## src/hdl/conv3x3_pkg.sv

```systemverilog
// Shared constants, types and carriers of the 3x3 image filter
package conv3x3_pkg;

    // ************************************************
    // Image and datapath geometry
    // ************************************************
    localparam int IMG_W       = 8;                 // Pixels per row
    localparam int IMG_H       = 8;                 // Rows per frame
    localparam int PIX_W       = 8;                 // Unsigned grey level
    localparam int COEF_W      = 9;                 // Signed weight width
    localparam int TAPS        = 9;                 // Kernel positions
    localparam int LINES       = 3;                 // Rotating line memories
    localparam int ACC_W       = 21;                // Worst-case sum fits
    localparam int FIFO_DEPTH  = 32;                // Input buffer words

    // ************************************************
    // Counts and reset values
    // ************************************************
    localparam logic [5:0] CNT_RST     = 6'h00;     // Pixel counters
    localparam logic [5:0] LAST_PIX    = 6'h3F;     // Index of bottom-right
    localparam logic [5:0] FIRST_OUT   = 6'h09;     // Index of the input that enables 1st output
    localparam logic [2:0] LAST_COL    = 3'h7;      // Rightmost column
    localparam logic [2:0] LAST_ROW    = 3'h7;      // Bottom row
    localparam logic [3:0] FLUSH_LAST  = 4'h8;      // Nine flush steps, 0..8
    localparam logic [3:0] FLUSH_RST   = 4'h0;
    localparam logic [1:0] LINE_RST    = 2'h0;      // Row 0 lands in line 0

    // ************************************************
    // Types
    // ************************************************
    typedef logic [PIX_W-1:0]         pix_t;
    typedef logic signed [COEF_W-1:0] coef_t;
    typedef coef_t [TAPS-1:0]         kernel_t;     // [0]=top-left, [8]=bottom-right

    typedef struct packed {
        logic                    frame_end;         // Last pixel of the image
        logic signed [ACC_W-1:0] value;             // Filtered pixel
    } out_pix_t;

    typedef enum logic {
        ST_FILL  = 1'b0,                            // Taking input pixels
        ST_FLUSH = 1'b1                             // Emitting the last nine outputs
    } eng_state_t;

endpackage

```

## src/hdl/conv3x3_fifo.sv

```systemverilog
// Parameterised valid/ready FIFO in front of the filter engine
`timescale 1ns/100ps
module conv3x3_fifo #(
    parameter int W     = 8,
    parameter int DEPTH = 32
) (
    input  wire logic         i_sys_clk,
    input  wire logic         i_rstn,
    input  wire logic         i_clr,       // Synchronous flush
    input  wire logic         i_in_valid,
    input  wire logic [W-1:0] i_in_data,
    output logic              o_in_ready,
    output logic              o_out_valid,
    output logic [W-1:0]      o_out_data,
    input  wire logic         i_out_ready
);
    localparam int AW = $clog2(DEPTH);

    logic [W-1:0]  mem [DEPTH];            // Storage words
    logic [AW-1:0] wr_r, wr_nxt;           // Write pointer
    logic [AW-1:0] rd_r, rd_nxt;           // Read pointer
    logic [AW:0]   cnt_r, cnt_nxt;         // Fill level
    logic          rdy_r, rdy_nxt;         // Registered not-full
    logic          vld_r, vld_nxt;         // Registered not-empty
    logic          push, pop;

    assign push        = i_in_valid & rdy_r;
    assign pop         = vld_r & i_out_ready;
    assign o_in_ready  = rdy_r;
    assign o_out_valid = vld_r;
    assign o_out_data  = mem[rd_r];

    // Pointer and level update; flags derived from the next level
    always_comb begin
        wr_nxt  = push ? AW'(wr_r + 1'b1) : wr_r;
        rd_nxt  = pop ? AW'(rd_r + 1'b1) : rd_r;
        cnt_nxt = (AW+1)'(cnt_r + {AW'(0), push} - {AW'(0), pop});
        if (i_clr) begin
            wr_nxt  = '0;
            rd_nxt  = '0;
            cnt_nxt = '0;
        end
        rdy_nxt = cnt_nxt != (AW+1)'(DEPTH);
        vld_nxt = cnt_nxt != '0;
    end

    always_ff @(posedge i_sys_clk or negedge i_rstn) begin
        if (!i_rstn) begin
            wr_r  <= '0;
            rd_r  <= '0;
            cnt_r <= '0;
            rdy_r <= 1'b0;
            vld_r <= 1'b0;
        end else begin
            wr_r  <= wr_nxt;
            rd_r  <= rd_nxt;
            cnt_r <= cnt_nxt;
            rdy_r <= rdy_nxt;
            vld_r <= vld_nxt;
        end
    end

    // Storage holds no control state, so it needs no reset
    always_ff @(posedge i_sys_clk) begin
        if (push) begin
            mem[wr_r] <= i_in_data;
        end
    end
endmodule

```

## src/hdl/conv3x3_filter.sv

```systemverilog
// 3x3 convolution engine: line memories, zero padding, nine multipliers
`timescale 1ns/100ps
// Overview of operation
// - Output is nine weight-times-neighbour products summed
// - Rows rotate through three line memories
// - Nine 9-bit signed weights feed multipliers directly
// - Neighbours outside the image count as zero
// - All nine products formed at once, then added
// - One output pixel per input pixel
// - Symmetric kernels may pre-add pixels, then multiply
module conv3x3_filter (
    input  wire logic                 i_sys_clk,
    input  wire logic                 i_rstn,
    input  wire logic                 i_frame_clr,
    input  wire logic                 i_pix_valid,
    input  wire conv3x3_pkg::pix_t    i_pix,
    output logic                      o_pix_ready,
    input  wire conv3x3_pkg::kernel_t i_kernel,
    input  wire logic                 i_sym_mode,
    output logic                      o_out_valid,
    output conv3x3_pkg::out_pix_t     o_out_pix,
    input  wire logic                 i_out_ready
);

    // ************************************************
    // Declarations
    // ************************************************
    conv3x3_pkg::pix_t       f_pix;                 // Head of the FIFO
    logic                    f_vld;                 // FIFO not empty
    logic                    stall;                 // Consumer holds output
    logic                    take;                  // Pixel consumed this cycle
    logic                    flush_step;            // Trailing output step
    logic                    calc_fire;             // Window turns into output
    conv3x3_pkg::eng_state_t state_r, state_nxt;
    logic [5:0]              in_cnt_r, in_cnt_nxt;  // {row, col} of next input
    logic [1:0]              wr_line_r, wr_line_nxt;
    logic [3:0]              flush_r, flush_nxt;
    logic                    calc_r, calc_nxt;      // Window ready to compute
    logic [5:0]              out_r, out_nxt;        // {row, col} of next output
    logic                    ovld_r, ovld_nxt;
    conv3x3_pkg::out_pix_t   opix_r, opix_nxt;
    conv3x3_pkg::pix_t       line_mem [conv3x3_pkg::LINES][conv3x3_pkg::IMG_W];
    conv3x3_pkg::pix_t       tap_pix [conv3x3_pkg::TAPS];   // Padded window
    logic signed [17:0]      prod [conv3x3_pkg::TAPS];      // Direct products
    logic [conv3x3_pkg::TAPS-1:0]          tap_ok;          // Inside image
    logic signed [conv3x3_pkg::ACC_W-1:0]  full_sum;
    logic signed [conv3x3_pkg::ACC_W-1:0]  sym_sum;
    logic [9:0]              edge_sum;              // Four edge neighbours
    logic [9:0]              corner_sum;            // Four corner neighbours
    logic signed [19:0]      edge_prod, corner_prod;
    logic signed [17:0]      centre_prod;
    logic                    sym_kernel;            // Kernel has three weights

    // Row number to line memory, row mod 3
    function automatic logic [1:0] line_of(input logic [2:0] row);
        unique case (row)
            3'h0, 3'h3, 3'h6: line_of = 2'h0;
            3'h1, 3'h4, 3'h7: line_of = 2'h1;
            default:          line_of = 2'h2;
        endcase
    endfunction

    // ************************************************
    // Input buffering
    // ************************************************
    conv3x3_fifo #(
        .W     (conv3x3_pkg::PIX_W),
        .DEPTH (conv3x3_pkg::FIFO_DEPTH)
    ) u_fifo (
        .i_sys_clk   (i_sys_clk),
        .i_rstn      (i_rstn),
        .i_clr       (i_frame_clr),
        .i_in_valid  (i_pix_valid),
        .i_in_data   (i_pix),
        .o_in_ready  (o_pix_ready),
        .o_out_valid (f_vld),
        .o_out_data  (f_pix),
        .i_out_ready (take)
    );

    // ************************************************
    // Sequencing
    // ************************************************
    // A stalled output freezes the whole engine, so back-pressure
    // reaches the FIFO and then the source
    assign stall      = ovld_r & ~i_out_ready;
    assign take       = (state_r == conv3x3_pkg::ST_FILL) & f_vld & ~stall & ~i_frame_clr;
    assign flush_step = (state_r == conv3x3_pkg::ST_FLUSH) & ~stall;
    assign calc_fire  = calc_r & ~stall;

    // Next state of counters, engine state and output register
    always_comb begin
        state_nxt   = state_r;
        in_cnt_nxt  = in_cnt_r;
        wr_line_nxt = wr_line_r;
        flush_nxt   = flush_r;
        calc_nxt    = stall ? calc_r : 1'b0;
        out_nxt     = out_r;
        ovld_nxt    = stall ? ovld_r : 1'b0;
        opix_nxt    = opix_r;
        if (take) begin
            in_cnt_nxt = 6'(in_cnt_r + 1'b1);
            // Output k-9 becomes computable once pixel k is stored
            calc_nxt   = in_cnt_r >= conv3x3_pkg::FIRST_OUT;
            // Move to the next line memory at each row end
            if (in_cnt_r[2:0] == conv3x3_pkg::LAST_COL) begin
                wr_line_nxt = line_of(3'(in_cnt_r[5:3] + 1'b1));
            end
            if (in_cnt_r == conv3x3_pkg::LAST_PIX) begin
                state_nxt   = conv3x3_pkg::ST_FLUSH;
                in_cnt_nxt  = conv3x3_pkg::CNT_RST;
                wr_line_nxt = conv3x3_pkg::LINE_RST;
                flush_nxt   = conv3x3_pkg::FLUSH_RST;
            end
        end
        // Last nine outputs have no later input to trigger them
        if (flush_step) begin
            calc_nxt  = 1'b1;
            flush_nxt = 4'(flush_r + 1'b1);
            if (flush_r == conv3x3_pkg::FLUSH_LAST) begin
                state_nxt = conv3x3_pkg::ST_FILL;
            end
        end
        // Window result leaves with its strobe, in raster order
        if (calc_fire) begin
            out_nxt         = 6'(out_r + 1'b1);
            ovld_nxt        = 1'b1;
            opix_nxt.value  = i_sym_mode ? sym_sum : full_sum;
            opix_nxt.frame_end = out_r == conv3x3_pkg::LAST_PIX;
        end
        // Clear returns everything to the top-left of a new frame
        if (i_frame_clr) begin
            state_nxt   = conv3x3_pkg::ST_FILL;
            in_cnt_nxt  = conv3x3_pkg::CNT_RST;
            wr_line_nxt = conv3x3_pkg::LINE_RST;
            flush_nxt   = conv3x3_pkg::FLUSH_RST;
            calc_nxt    = 1'b0;
            out_nxt     = conv3x3_pkg::CNT_RST;
            ovld_nxt    = 1'b0;
        end
    end

    // Register the sequencing state; nothing but flops here
    // Reset parks the engine at the top-left of an empty frame
    always_ff @(posedge i_sys_clk or negedge i_rstn) begin
        if (!i_rstn) begin
            state_r   <= conv3x3_pkg::ST_FILL;
            in_cnt_r  <= conv3x3_pkg::CNT_RST;
            wr_line_r <= conv3x3_pkg::LINE_RST;
            flush_r   <= conv3x3_pkg::FLUSH_RST;
            calc_r    <= 1'b0;
            out_r     <= conv3x3_pkg::CNT_RST;
            ovld_r    <= 1'b0;
            opix_r    <= '0;
        end else begin
            state_r   <= state_nxt;
            in_cnt_r  <= in_cnt_nxt;
            wr_line_r <= wr_line_nxt;
            flush_r   <= flush_nxt;
            calc_r    <= calc_nxt;
            out_r     <= out_nxt;
            ovld_r    <= ovld_nxt;
            opix_r    <= opix_nxt;
        end
    end

    // Both outputs leave straight from the registers above
    assign o_out_valid = ovld_r;
    assign o_out_pix   = opix_r;

    // ************************************************
    // Line memories
    // ************************************************
    // Row r+2 reuses the line of row r-1 only after its outputs are gone
    always_ff @(posedge i_sys_clk) begin
        if (take) begin
            line_mem[wr_line_r][in_cnt_r[2:0]] <= f_pix;
        end
    end

    // ************************************************
    // Window, padding and multipliers
    // ************************************************
    // One tap per kernel position, row-major like the weights
    for (genvar t = 0; t < conv3x3_pkg::TAPS; t++) begin : g_tap
        localparam int DR = t / 3;                  // 0 above, 2 below
        localparam int DC = t % 3;                  // 0 left, 2 right
        logic [2:0] row, col;
        // Index wraps at the border, but the tap is masked there anyway
        assign row = 3'(out_r[5:3] + 3'(DR) - 3'h1);
        assign col = 3'(out_r[2:0] + 3'(DC) - 3'h1);
        assign tap_ok[t] = (DR == 0 ? out_r[5:3] != 3'h0 :
                            DR == 2 ? out_r[5:3] != conv3x3_pkg::LAST_ROW : 1'b1) &
                           (DC == 0 ? out_r[2:0] != 3'h0 :
                            DC == 2 ? out_r[2:0] != conv3x3_pkg::LAST_COL : 1'b1);
        // Off-image neighbours read as black
        assign tap_pix[t] = tap_ok[t] ? line_mem[line_of(row)][col] : '0;
        // Weights enter straight from the port, no staging
        assign prod[t] = i_kernel[t] * $signed({1'b0, tap_pix[t]});
    end

    // Adder tree over all nine products of the same cycle
    always_comb begin
        full_sum = '0;
        for (int k = 0; k < conv3x3_pkg::TAPS; k++) begin
            full_sum = conv3x3_pkg::ACC_W'(full_sum + conv3x3_pkg::ACC_W'(prod[k]));
        end
    end

    // Pre-add path: three multipliers instead of nine; only exact
    // when corners, edges and centre each share one weight
    assign edge_sum    = 10'(tap_pix[1]) + 10'(tap_pix[3]) + 10'(tap_pix[5]) + 10'(tap_pix[7]);
    assign corner_sum  = 10'(tap_pix[0]) + 10'(tap_pix[2]) + 10'(tap_pix[6]) + 10'(tap_pix[8]);
    assign edge_prod   = i_kernel[1] * $signed({1'b0, edge_sum});
    assign corner_prod = i_kernel[0] * $signed({1'b0, corner_sum});
    assign centre_prod = i_kernel[4] * $signed({1'b0, tap_pix[4]});
    assign sym_sum     = conv3x3_pkg::ACC_W'(edge_prod) + conv3x3_pkg::ACC_W'(corner_prod)
                       + conv3x3_pkg::ACC_W'(centre_prod);

    // ************************************************
    // Checks
    // ************************************************
    // Kernel shape; only the checks below read it
    assign sym_kernel = (i_kernel[0] == i_kernel[2]) && (i_kernel[0] == i_kernel[6]) &&
                        (i_kernel[0] == i_kernel[8]) && (i_kernel[1] == i_kernel[3]) &&
                        (i_kernel[1] == i_kernel[5]) && (i_kernel[1] == i_kernel[7]);

    // Interior windows keep all nine neighbours
    chk_interior_taps: assert property (@(posedge i_sys_clk) disable iff (!i_rstn)
        calc_fire && out_r[5:3] inside {[3'h1:3'h6]} && out_r[2:0] inside {[3'h1:3'h6]}
        |-> tap_ok == 9'h1FF)
        else $error("interior window lost a neighbour");

    // Row r always lands in line r mod 3, checked on every write
    chk_line_rotate: assert property (@(posedge i_sys_clk) disable iff (!i_rstn)
        take |-> wr_line_r == 2'(in_cnt_r[5:3] % 3'h3))
        else $error("pixel written to the wrong line memory");

    // Weights reach the products without staging
    chk_zero_kernel: assert property (@(posedge i_sys_clk) disable iff (!i_rstn)
        calc_fire && !i_frame_clr && i_kernel == '0 |=> o_out_valid && o_out_pix.value == '0)
        else $error("zero kernel gave a nonzero pixel");

    // Top row reads nothing above the image
    chk_pad_top: assert property (@(posedge i_sys_clk) disable iff (!i_rstn)
        calc_fire && out_r[5:3] == 3'h0
        |-> tap_pix[0] == 8'h00 && tap_pix[1] == 8'h00 && tap_pix[2] == 8'h00)
        else $error("top border not padded with zero");

    // Outside sym mode, output is the full sum of its own window
    chk_one_cycle_sum: assert property (@(posedge i_sys_clk) disable iff (!i_rstn)
        calc_fire && !i_frame_clr && !i_sym_mode |=> o_out_pix.value == $past(full_sum))
        else $error("output is not the sum of the window products");

    // End flag only on the last pixel of a frame
    chk_frame_end: assert property (@(posedge i_sys_clk) disable iff (!i_rstn)
        calc_fire && !i_frame_clr |=> o_out_pix.frame_end == ($past(out_r) == 6'h3F))
        else $error("frame end not on the 64th output");

    // Pre-add path exact for symmetric kernels
    chk_sym_match: assert property (@(posedge i_sys_clk) disable iff (!i_rstn)
        calc_fire && sym_kernel |-> sym_sum == full_sum)
        else $error("pre-add path disagrees with direct path");

    // Stalled output must not move
    chk_hold_stall: assert property (@(posedge i_sys_clk) disable iff (!i_rstn)
        o_out_valid && !i_out_ready && !i_frame_clr |=> o_out_valid && $stable(o_out_pix))
        else $error("output changed while stalled");

    // Clear restarts counters and drops pending work
    chk_clear: assert property (@(posedge i_sys_clk) disable iff (!i_rstn)
        i_frame_clr |=> !o_out_valid && in_cnt_r == 6'h00 && out_r == 6'h00 && !calc_r)
        else $error("clear did not restart the frame");

    // Bottom row reads nothing below the image
    chk_pad_bottom: assert property (@(posedge i_sys_clk) disable iff (!i_rstn)
        calc_fire && out_r[5:3] == conv3x3_pkg::LAST_ROW
        |-> tap_pix[6] == 8'h00 && tap_pix[7] == 8'h00 && tap_pix[8] == 8'h00)
        else $error("bottom border not padded with zero");

    // Left and right columns read nothing beside the image
    chk_pad_sides: assert property (@(posedge i_sys_clk) disable iff (!i_rstn)
        calc_fire |-> (out_r[2:0] != 3'h0 || (tap_pix[0] | tap_pix[3] | tap_pix[6]) == 8'h00)
                   && (out_r[2:0] != conv3x3_pkg::LAST_COL
                       || (tap_pix[2] | tap_pix[5] | tap_pix[8]) == 8'h00))
        else $error("side border not padded with zero");

    // Each computed window is the next raster position
    chk_out_order: assert property (@(posedge i_sys_clk) disable iff (!i_rstn)
        calc_fire && !i_frame_clr |=> o_out_valid && out_r == 6'($past(out_r) + 1'b1))
        else $error("outputs left raster order");

    // Clear also empties the input buffer
    chk_clear_fifo: assert property (@(posedge i_sys_clk) disable iff (!i_rstn)
        i_frame_clr |=> o_pix_ready && !f_vld)
        else $error("clear left pixels in the input buffer");

endmodule

```

## config.mk

```make
export PLATFORM = sky130hd
export DESIGN_NAME = conv3x3_filter
export DESIGN_NICKNAME = d
export VERILOG_FILES = /design/src/hdl/conv3x3_pkg.sv /design/src/hdl/conv3x3_fifo.sv /design/src/hdl/conv3x3_filter.sv
export SDC_FILE = /design/constraint.sdc
export NUM_CORES = 2
export LEC_CHECK = 0
export ABC_AREA = 1
export BUFFER_PORTS_ARGS = -buffer_cell sky130_fd_sc_hd__buf_2
export CAP_MARGIN = 20
export CORE_MARGIN = 2
export CORE_UTILIZATION = 60
export CTS_BUF_LIST = sky130_fd_sc_hd__clkbuf_8
export DETAILED_ROUTE_END_ITERATION = 12
export PLACE_DENSITY = 0.76
export SKIP_LAST_GASP = 1
export SYNTH_ARGS = -nofsm -noshare
export SYNTH_HDL_FRONTEND = slang
export SYNTH_HIERARCHICAL = 1
export SYNTH_SLANG_ARGS = --single-unit
export TNS_END_PERCENT = 1
```

## constraint.sdc

```tcl
create_clock -name i_sys_clk -period 13 [get_ports i_sys_clk]
set_input_delay 1.3 -clock i_sys_clk [delete_from_list [all_inputs] [get_ports i_sys_clk]]
set_output_delay 1.3 -clock i_sys_clk [all_outputs]
set_load 0.02 [all_outputs]
```

# ---- Word level (Yosys, flattened, before mapping)
# Memory sizes are Yosys's and may differ from the RTL's.
# Cells that the tools add are included.
dict set report classes {
  n_addsub 34
  mul 11
  n_lt_le_gt_ge 6
  n_eq_ne 29
  mux 75
  n_bitwise 20
  reduce_logical 25
}
# op count
set ops {}
lappend ops {{binary-select mux 8 bit (select 3 bit)} 9}
lappend ops {{2-to-1 mux 8 bit} 27}
lappend ops {{multiplier 9 x 9 -> 18 bit} 9}
lappend ops {{adder 21 x 18 -> 21 bit} 6}
lappend ops {{2-to-1 mux 64 bit} 1}
lappend ops {{multiplier 9 x 11 -> 20 bit} 2}
lappend ops {{== test 3 bit, second input constant} 13}
lappend ops {{2-to-1 mux 6 bit} 6}
lappend ops {{demux 8 bit (select 3 bit)} 1}
lappend ops {{OR reduction 3 bit} 8}
lappend ops {{adder 20 x 18 -> 21 bit} 1}
lappend ops {{adder 20 x 20 -> 21 bit} 1}
lappend ops {{2-to-1 mux 21 bit} 1}
lappend ops {{adder 10 x 8 -> 10 bit} 2}
lappend ops {{adder 19 x 18 -> 20 bit} 1}
lappend ops {{adder 9 x 8 -> 10 bit} 2}
lappend ops {{2-to-1 mux 5 bit} 4}
lappend ops {{adder 18 x 18 -> 19 bit} 1}
lappend ops {{adder 8 x 8 -> 9 bit} 2}
lappend ops {{subtractor 3 x 1 -> 3 bit, second input constant} 6}
lappend ops {{greater-or-equal comparator 4 bit, second input constant} 4}
lappend ops {{2-to-1 mux 4 bit} 4}
lappend ops {{inverter 3 -> 4 bit} 4}
lappend ops {{case mux 2 bit (2 select lines)} 4}
lappend ops {{other kinds (27)} 81}
dict set report word_totals {
  reg_bits 61
  ramBits 448
  inputBits 95
  elab_cells 216
  memories 2
}
# name depth word_bits read_ports rd_clocked_by_memory_dff wr line
set mem_list {}
lappend mem_list {u_fifo.mem 32 8 1 0 1 conv3x3_fifo.sv:19} ;# logic [W-1:0] mem [DEPTH];
lappend mem_list {line_mem 3 64 3 0 1 conv3x3_filter.sv:42} ;# conv3x3_pkg::pix_t line_mem [conv3x3_pkg::LINES][conv3x3_pkg::IMG_W];

# ---- Longest topological paths before layout
# An unclocked memory read counts as a cell.
dict set report depth {
  depth_word 19
  depth_mapped 60
  depth_no_buf 58
}

# ---- Cells and area by module
# Netlist, hierarchy kept.
# module instances cells_each area_each_um2 seq_area_each_um2
set by_module_without_submodules {}
lappend by_module_without_submodules {conv3x3_filter 1 6762 54526.0 6841.6}
lappend by_module_without_submodules {conv3x3_fifo 1 1150 11922.7 8137.8}

# ---- Worst setup path before layout
# No wires, ideal clock.
dict set report synth_path {
  kind {register -> register}
  start {reg out_r[4]}
  end {reg opix_r, in the netlist o_out_pix[20]}
  setup_time_ns 0.117
  arrival_ns 11.011
  t_required_ns 12.883
  slack_ns 1.872
  stages_incl_launch_ff 58
  n_path_buf 3
  cell_sequence {dfrtp_1 > nand2_1 > inv_1 > ha_1 > buf_2 > inv_2 > nand2_4 > buf_6 > buf_6 > nand2_1 > o211ai_2 > nand2_1 > a21oi_1 > nand3_1 > nand2_2 > nand2_1 > fa_1 > inv_1 > [... 22 more ...] > fa_1 > fa_1 > inv_1 > fa_1 > inv_1 > fa_1 > inv_1 > ha_1 > a21oi_1 > o21ai_0 > a21oi_1 > nand3_1 > inv_1 > nand3_1 > nand3_1 > nand2_1 > nand2_1 > nand2_1}
}
dict set report synth_via {
  elab_chain_cells 19
}
# element line
set synth_rtl {}
lappend synth_rtl {{start: declaration} conv3x3_filter.sv:39} ;# logic [5:0] out_r, out_nxt;
lappend synth_rtl {{start signal: assignment} conv3x3_filter.sv:152} ;# out_r <= conv3x3_pkg::CNT_RST;
lappend synth_rtl {{start signal: assignment} conv3x3_filter.sv:161} ;# out_r <= out_nxt;
lappend synth_rtl {{subtractor 3 x 1 -> 3 bit} conv3x3_filter.sv:190} ;# assign row = 3'(out_r[5:3] + 3'(DR) - 3'h1);
lappend synth_rtl {{== test 3 x 1 -> 1 bit, or another cell as far along} conv3x3_filter.sv:56} ;# unique case (row)
lappend synth_rtl {{OR reduction 3 bit} conv3x3_filter.sv:56}
lappend synth_rtl {{case mux 2 bit (2 select lines)} conv3x3_filter.sv:56}
lappend synth_rtl {{memory (3 x 64 bit)} -}
lappend synth_rtl {{binary-select mux 8 bit (select 3 bit)} conv3x3_filter.sv:197} ;# assign tap_pix[t] = tap_ok[t] ? line_mem[line_of(row)][col] : '0;
lappend synth_rtl {{2-to-1 mux 8 bit (implied by the code) (2 in a row)} conv3x3_filter.sv:197}
lappend synth_rtl {{2-to-1 mux 8 bit} conv3x3_filter.sv:197}
lappend synth_rtl {{multiplier 9 x 9 -> 18 bit} conv3x3_filter.sv:199} ;# assign prod[t] = i_kernel[t] * $signed({1'b0, tap_pix[t]});
lappend synth_rtl {{adder 18 x 18 -> 19 bit} conv3x3_filter.sv:206} ;# full_sum = conv3x3_pkg::ACC_W'(full_sum + conv3x3_pkg::ACC_W'(prod[k]));
lappend synth_rtl {{adder 19 x 18 -> 20 bit} conv3x3_filter.sv:206}
lappend synth_rtl {{adder 20 x 18 -> 21 bit} conv3x3_filter.sv:206}
lappend synth_rtl {{adder 21 x 18 -> 21 bit (5 in a row)} conv3x3_filter.sv:206}
lappend synth_rtl {{2-to-1 mux 21 bit (*)} conv3x3_filter.sv:128} ;# opix_nxt.value = i_sym_mode ? sym_sum : full_sum;
lappend synth_rtl {{end signal: assignment} conv3x3_filter.sv:163} ;# opix_r <= opix_nxt;
lappend synth_rtl {{end: declaration} conv3x3_filter.sv:41} ;# conv3x3_pkg::out_pix_t opix_r, opix_nxt;
# Mark *: on every way between the ends. The rest lies on a longest branch, timed or not. The select of a mux whose other input is x is not followed.
# A chain may end at the register's enable or synchronous reset.

# ---- Final worst setup path
dict set report layout_path {
  start {reg out_r[0]}
  end {reg opix_r, in the netlist o_out_pix[13]}
}
dict set report layout_via {
  elab_chain_cells 17
}
# element line
set layout_rtl {}
lappend layout_rtl {{adder 3 x 1 -> 3 bit} conv3x3_filter.sv:191} ;# assign col = 3'(out_r[2:0] + 3'(DC) - 3'h1);
lappend layout_rtl {{subtractor 3 x 1 -> 3 bit} conv3x3_filter.sv:191}
lappend layout_rtl {{inverter 3 -> 4 bit (implied by the code)} conv3x3_filter.sv:197}
lappend layout_rtl {{binary-select mux 8 bit (select 3 bit)} conv3x3_filter.sv:197}
lappend layout_rtl {{2-to-1 mux 8 bit (implied by the code) (2 in a row)} conv3x3_filter.sv:197}
lappend layout_rtl {{2-to-1 mux 8 bit} conv3x3_filter.sv:197}
lappend layout_rtl {{multiplier 9 x 9 -> 18 bit} conv3x3_filter.sv:199}
lappend layout_rtl {{adder 18 x 18 -> 19 bit} conv3x3_filter.sv:206}
lappend layout_rtl {{adder 19 x 18 -> 20 bit} conv3x3_filter.sv:206}
lappend layout_rtl {{adder 20 x 18 -> 21 bit} conv3x3_filter.sv:206}
lappend layout_rtl {{adder 21 x 18 -> 21 bit (5 in a row)} conv3x3_filter.sv:206}
lappend layout_rtl {{2-to-1 mux 21 bit (*)} conv3x3_filter.sv:128}
# Marked as above.

==> impl_results.md <==
* Arr. time, crit path at approximately 13 ns
* Max incr delay on CP at 0.74 ns
* DRC Markers at 0
* Synth area leaders: fa_1 (30%), edfxtp_1 (20%), nand2_1 (10%), inv_1 (9.8%), ha_1 (7.7%)
* First-pass GRT wire length at approximately 350000 microns
* Ratio of cells with drive above 1 in the final layout at under 10%
* Post-synthesis xor/xnor area fraction at less than 1%
* Seq/Total Area, Yosys at 22.5%
* Final period util at a little over nine tenths
* Setup tns final at 0 ns
* DPL Wire Length at ~190000 microns
* Grt total ovfl at 0
* Adder-cell share of the synthesized area at approximately 38%
* Clock Latency Late Sink at 0.75 ns
* GPL Wtd Cong at 1.08
* Initial Util at 60.3%
* Largest family of logic cells by synthesized area: adder cells
* Synthesized area per cell at 8.40 sq um
* Slowest cell on the critical path: inv_1
* Final non-filler cell total at roughly 9500
* Cell variety after synth at 53
* Root Buffer: clkbuf_8
* CP Data Required Time at 13.61 ns
* Tightest Pin Transition at 1.19 ns
* CP Capture Type: register
* TritonCTS Buffers at 83
* Post-synth EDFFs at about 450
* CTS tree: done
* Vias in the first global route at about 55000
* Post-CTS Setup Bufs at 0
* GRT Resource Usage Total at between 40% and 50%
* Cell with the most instances after synthesis: nand2_1
* RSZ-0062 raised after global routing: no
* Simple logic cell fraction of the synthesized area at between 20% and 30%
* Share of the synthesized area in the top cell type at between 30% and 40%
* ANT nets after route at 0
* Setup violators final at 0
* Initial DRC count at ~6500
* Initial antenna violation count at 16
* Hold Fails Final Rpt at 0
* Top cells by count, synth: nand2_1 (1776), inv_1 (1731), fa_1 (1002), nand3_1 (703), nor2_1 (517)
* Fill cells at around 9600
* Layout Nets at roughly 9400
* Via density per instance at about 5.8
* Min cycle time layout at roughly 12 ns
* Die Area at 113000 sq um
* DRT Pass-1 Iters at 7
* Slew Viols, Final at 0
* Warnings, synthesis at 6
* FMAX at 80.8 MHz
* Buffers on Ports at around 120
* Startpoint types: register
* Wire per inst at approximately 25 microns
* Fin Hold WS at 0.486 ns
* Crit-path most repeated cell: nand2_1
* Area Growth Syn to Fin at 5.30%
* Clk sinks at roughly 510
* Num ports at 119
* Flops & latches, synth at just over 500
* Clock-pin slew on the worst setup and hold paths at about 0.060 ns
* Mapped Cells at about 8000
* Max-cap violation count at 0
* Worst-path maximum fanout at 50
* Status: completed
* CORE AREA at around 110000 sq um
* Top FF cell, synth: edfxtp_1
* Max_slew headroom at roughly a fifth
* Placed Cells incl. Taps at between 9000 and 10000
* Largest net degree at the start of global routing at 84
* Clock Tree Buf Depth at 3
* Worst setup path class: register to register
* Clk_skew at approximately 0.053 ns
* DR vias at between 50000 and 60000
* Compound-Gate Fraction of Synth Area at under 10%
* Die Width at about 340 microns
* Area leader, netlist: fa_1
* Die Ht at 337 microns
* Async set-or-reset flop fraction in the synthesized netlist at a little under an eighth
* Net Count, Synth at about 9400
* # rows at approximately 120
* Post-synthesis mux area share at 0.0151%
* Mapped Area at ~66000 sq um
* H-tree depth at 3
* WL final at 233000 microns
* Hold Crit Class: register to register
==> final cells by class <==
| class | instances | area [sq um] | area share (%) |
|---|---|---|---|
| Multi-Input combinational cell | 5354 | 43500 | 62.2 |
| Sequential cell | 509 | 15000 | 21.4 |
| Inverter | 1763 | 6620 | 9.47 |
| Tap cell | 1488 | 1860 | 2.66 |
| Timing Repair Buffer | 202 | 1320 | 1.89 |
| Clock buffer | 84 | 1160 | 1.65 |
| Clock inverter | 68 | 500 | 0.715 |
| Antenna cell | 7 | 17.5 | 0.0250 |
==> worst paths after layout <==
kind / slack, ns / from / cells after the start / endpoint
worst max-delay path: 0.63 / out_r[0] / 42 / o_out_pix[13]
max in group asynchronous: 11.52 / i_rstn / 1 / out_r[0]
worst max register to register: 0.63 / out_r[0] / 42 / o_out_pix[13]
worst min register to register: 0.49 / o_out_pix[4] / 2 / o_out_pix[4]
worst min-delay path: 0.49 / o_out_pix[4] / 2 / o_out_pix[4]
min in group asynchronous: 0.72 / i_rstn / 1 / out_r[2]
==> what timing repair did <==
action                     4_1_cts  5_1_grt
resized for setup                0       11
setup endpoints to repair        0        5
hold buffers                     0        0
==> critical path, delay by kind of cell, from the launching register on <==
kind                       cells  cell delay (ns)
AOI/OAI and AO/OA              4             0.82
xor gates and xnor gates       2             0.53
adders and majority gates     12             5.63
buffers and inverters          6             2.32
DFF                            1             0.63
and+or+nand+nor               18             2.30
==> cell families after synthesis <==
| group | after synthesis |
|---|---|
| flops | 509 |
| mux | 1 |
| fa+ha+maj | 1411 |
| simple gates | 3267 |
| xor+xnor | 32 |
| buf+inv | 2049 |
| compound gates | 643 |
==> placed cells by master, fill, tap and decap left out, types with 72 or more instances in the layout <==
cell and count:
nand2_1 1773, inv_1 1762, fa_1 1001, nand3_1 702, nor2_1 512, edfxtp_1 448
ha_1 408, o21ai_0 203, a21oi_1 141, buf_2 118, nand4_1 104, o211ai_1 100
clkbuf_8 84, buf_4 72
==> per-stage QoR <==
step                util, %  setup WS, ns  instance area [sq um]
floorplan                 -          1.87                  66400
global placement       61.9         0.690                  68200
detailed placement     61.9         0.536                  68200
CTS                    63.4         0.490                  69900
global route           63.5       0.00839                  70000
finish                 63.5         0.626                  70000
==> flip-flops by register name (all words and copies together) (netlist names) <==
| register | count |
|---|---|
| in_cnt_r | 6 |
| out_r | 6 |
| calc_r | 1 |
| flush_r | 4 |
| u_fifo/mem | 256 |
| line_mem | 192 |
| state_r | 1 |
| o_out_valid | 1 |
| wr_line_r | 2 |
| u_fifo/o_out_valid | 1 |
| u_fifo/o_in_ready | 1 |
| o_out_pix | 22 |
| u_fifo/rd_r | 5 |
| u_fifo/wr_r | 5 |
| u_fifo/cnt_r | 6 |
==> per-layer routing <==
layer / GRT usage (%) / share of wire [%]
met4: 23.1 / 6.7
met2: 61.7 / 42
met1: 56.4 / 38
met3: 12.8 / 13
met5: 0 / 0.049
Power is not shown: default switching activity piles up to over one toggle a cycle in this logic, so the estimate is an artifact.
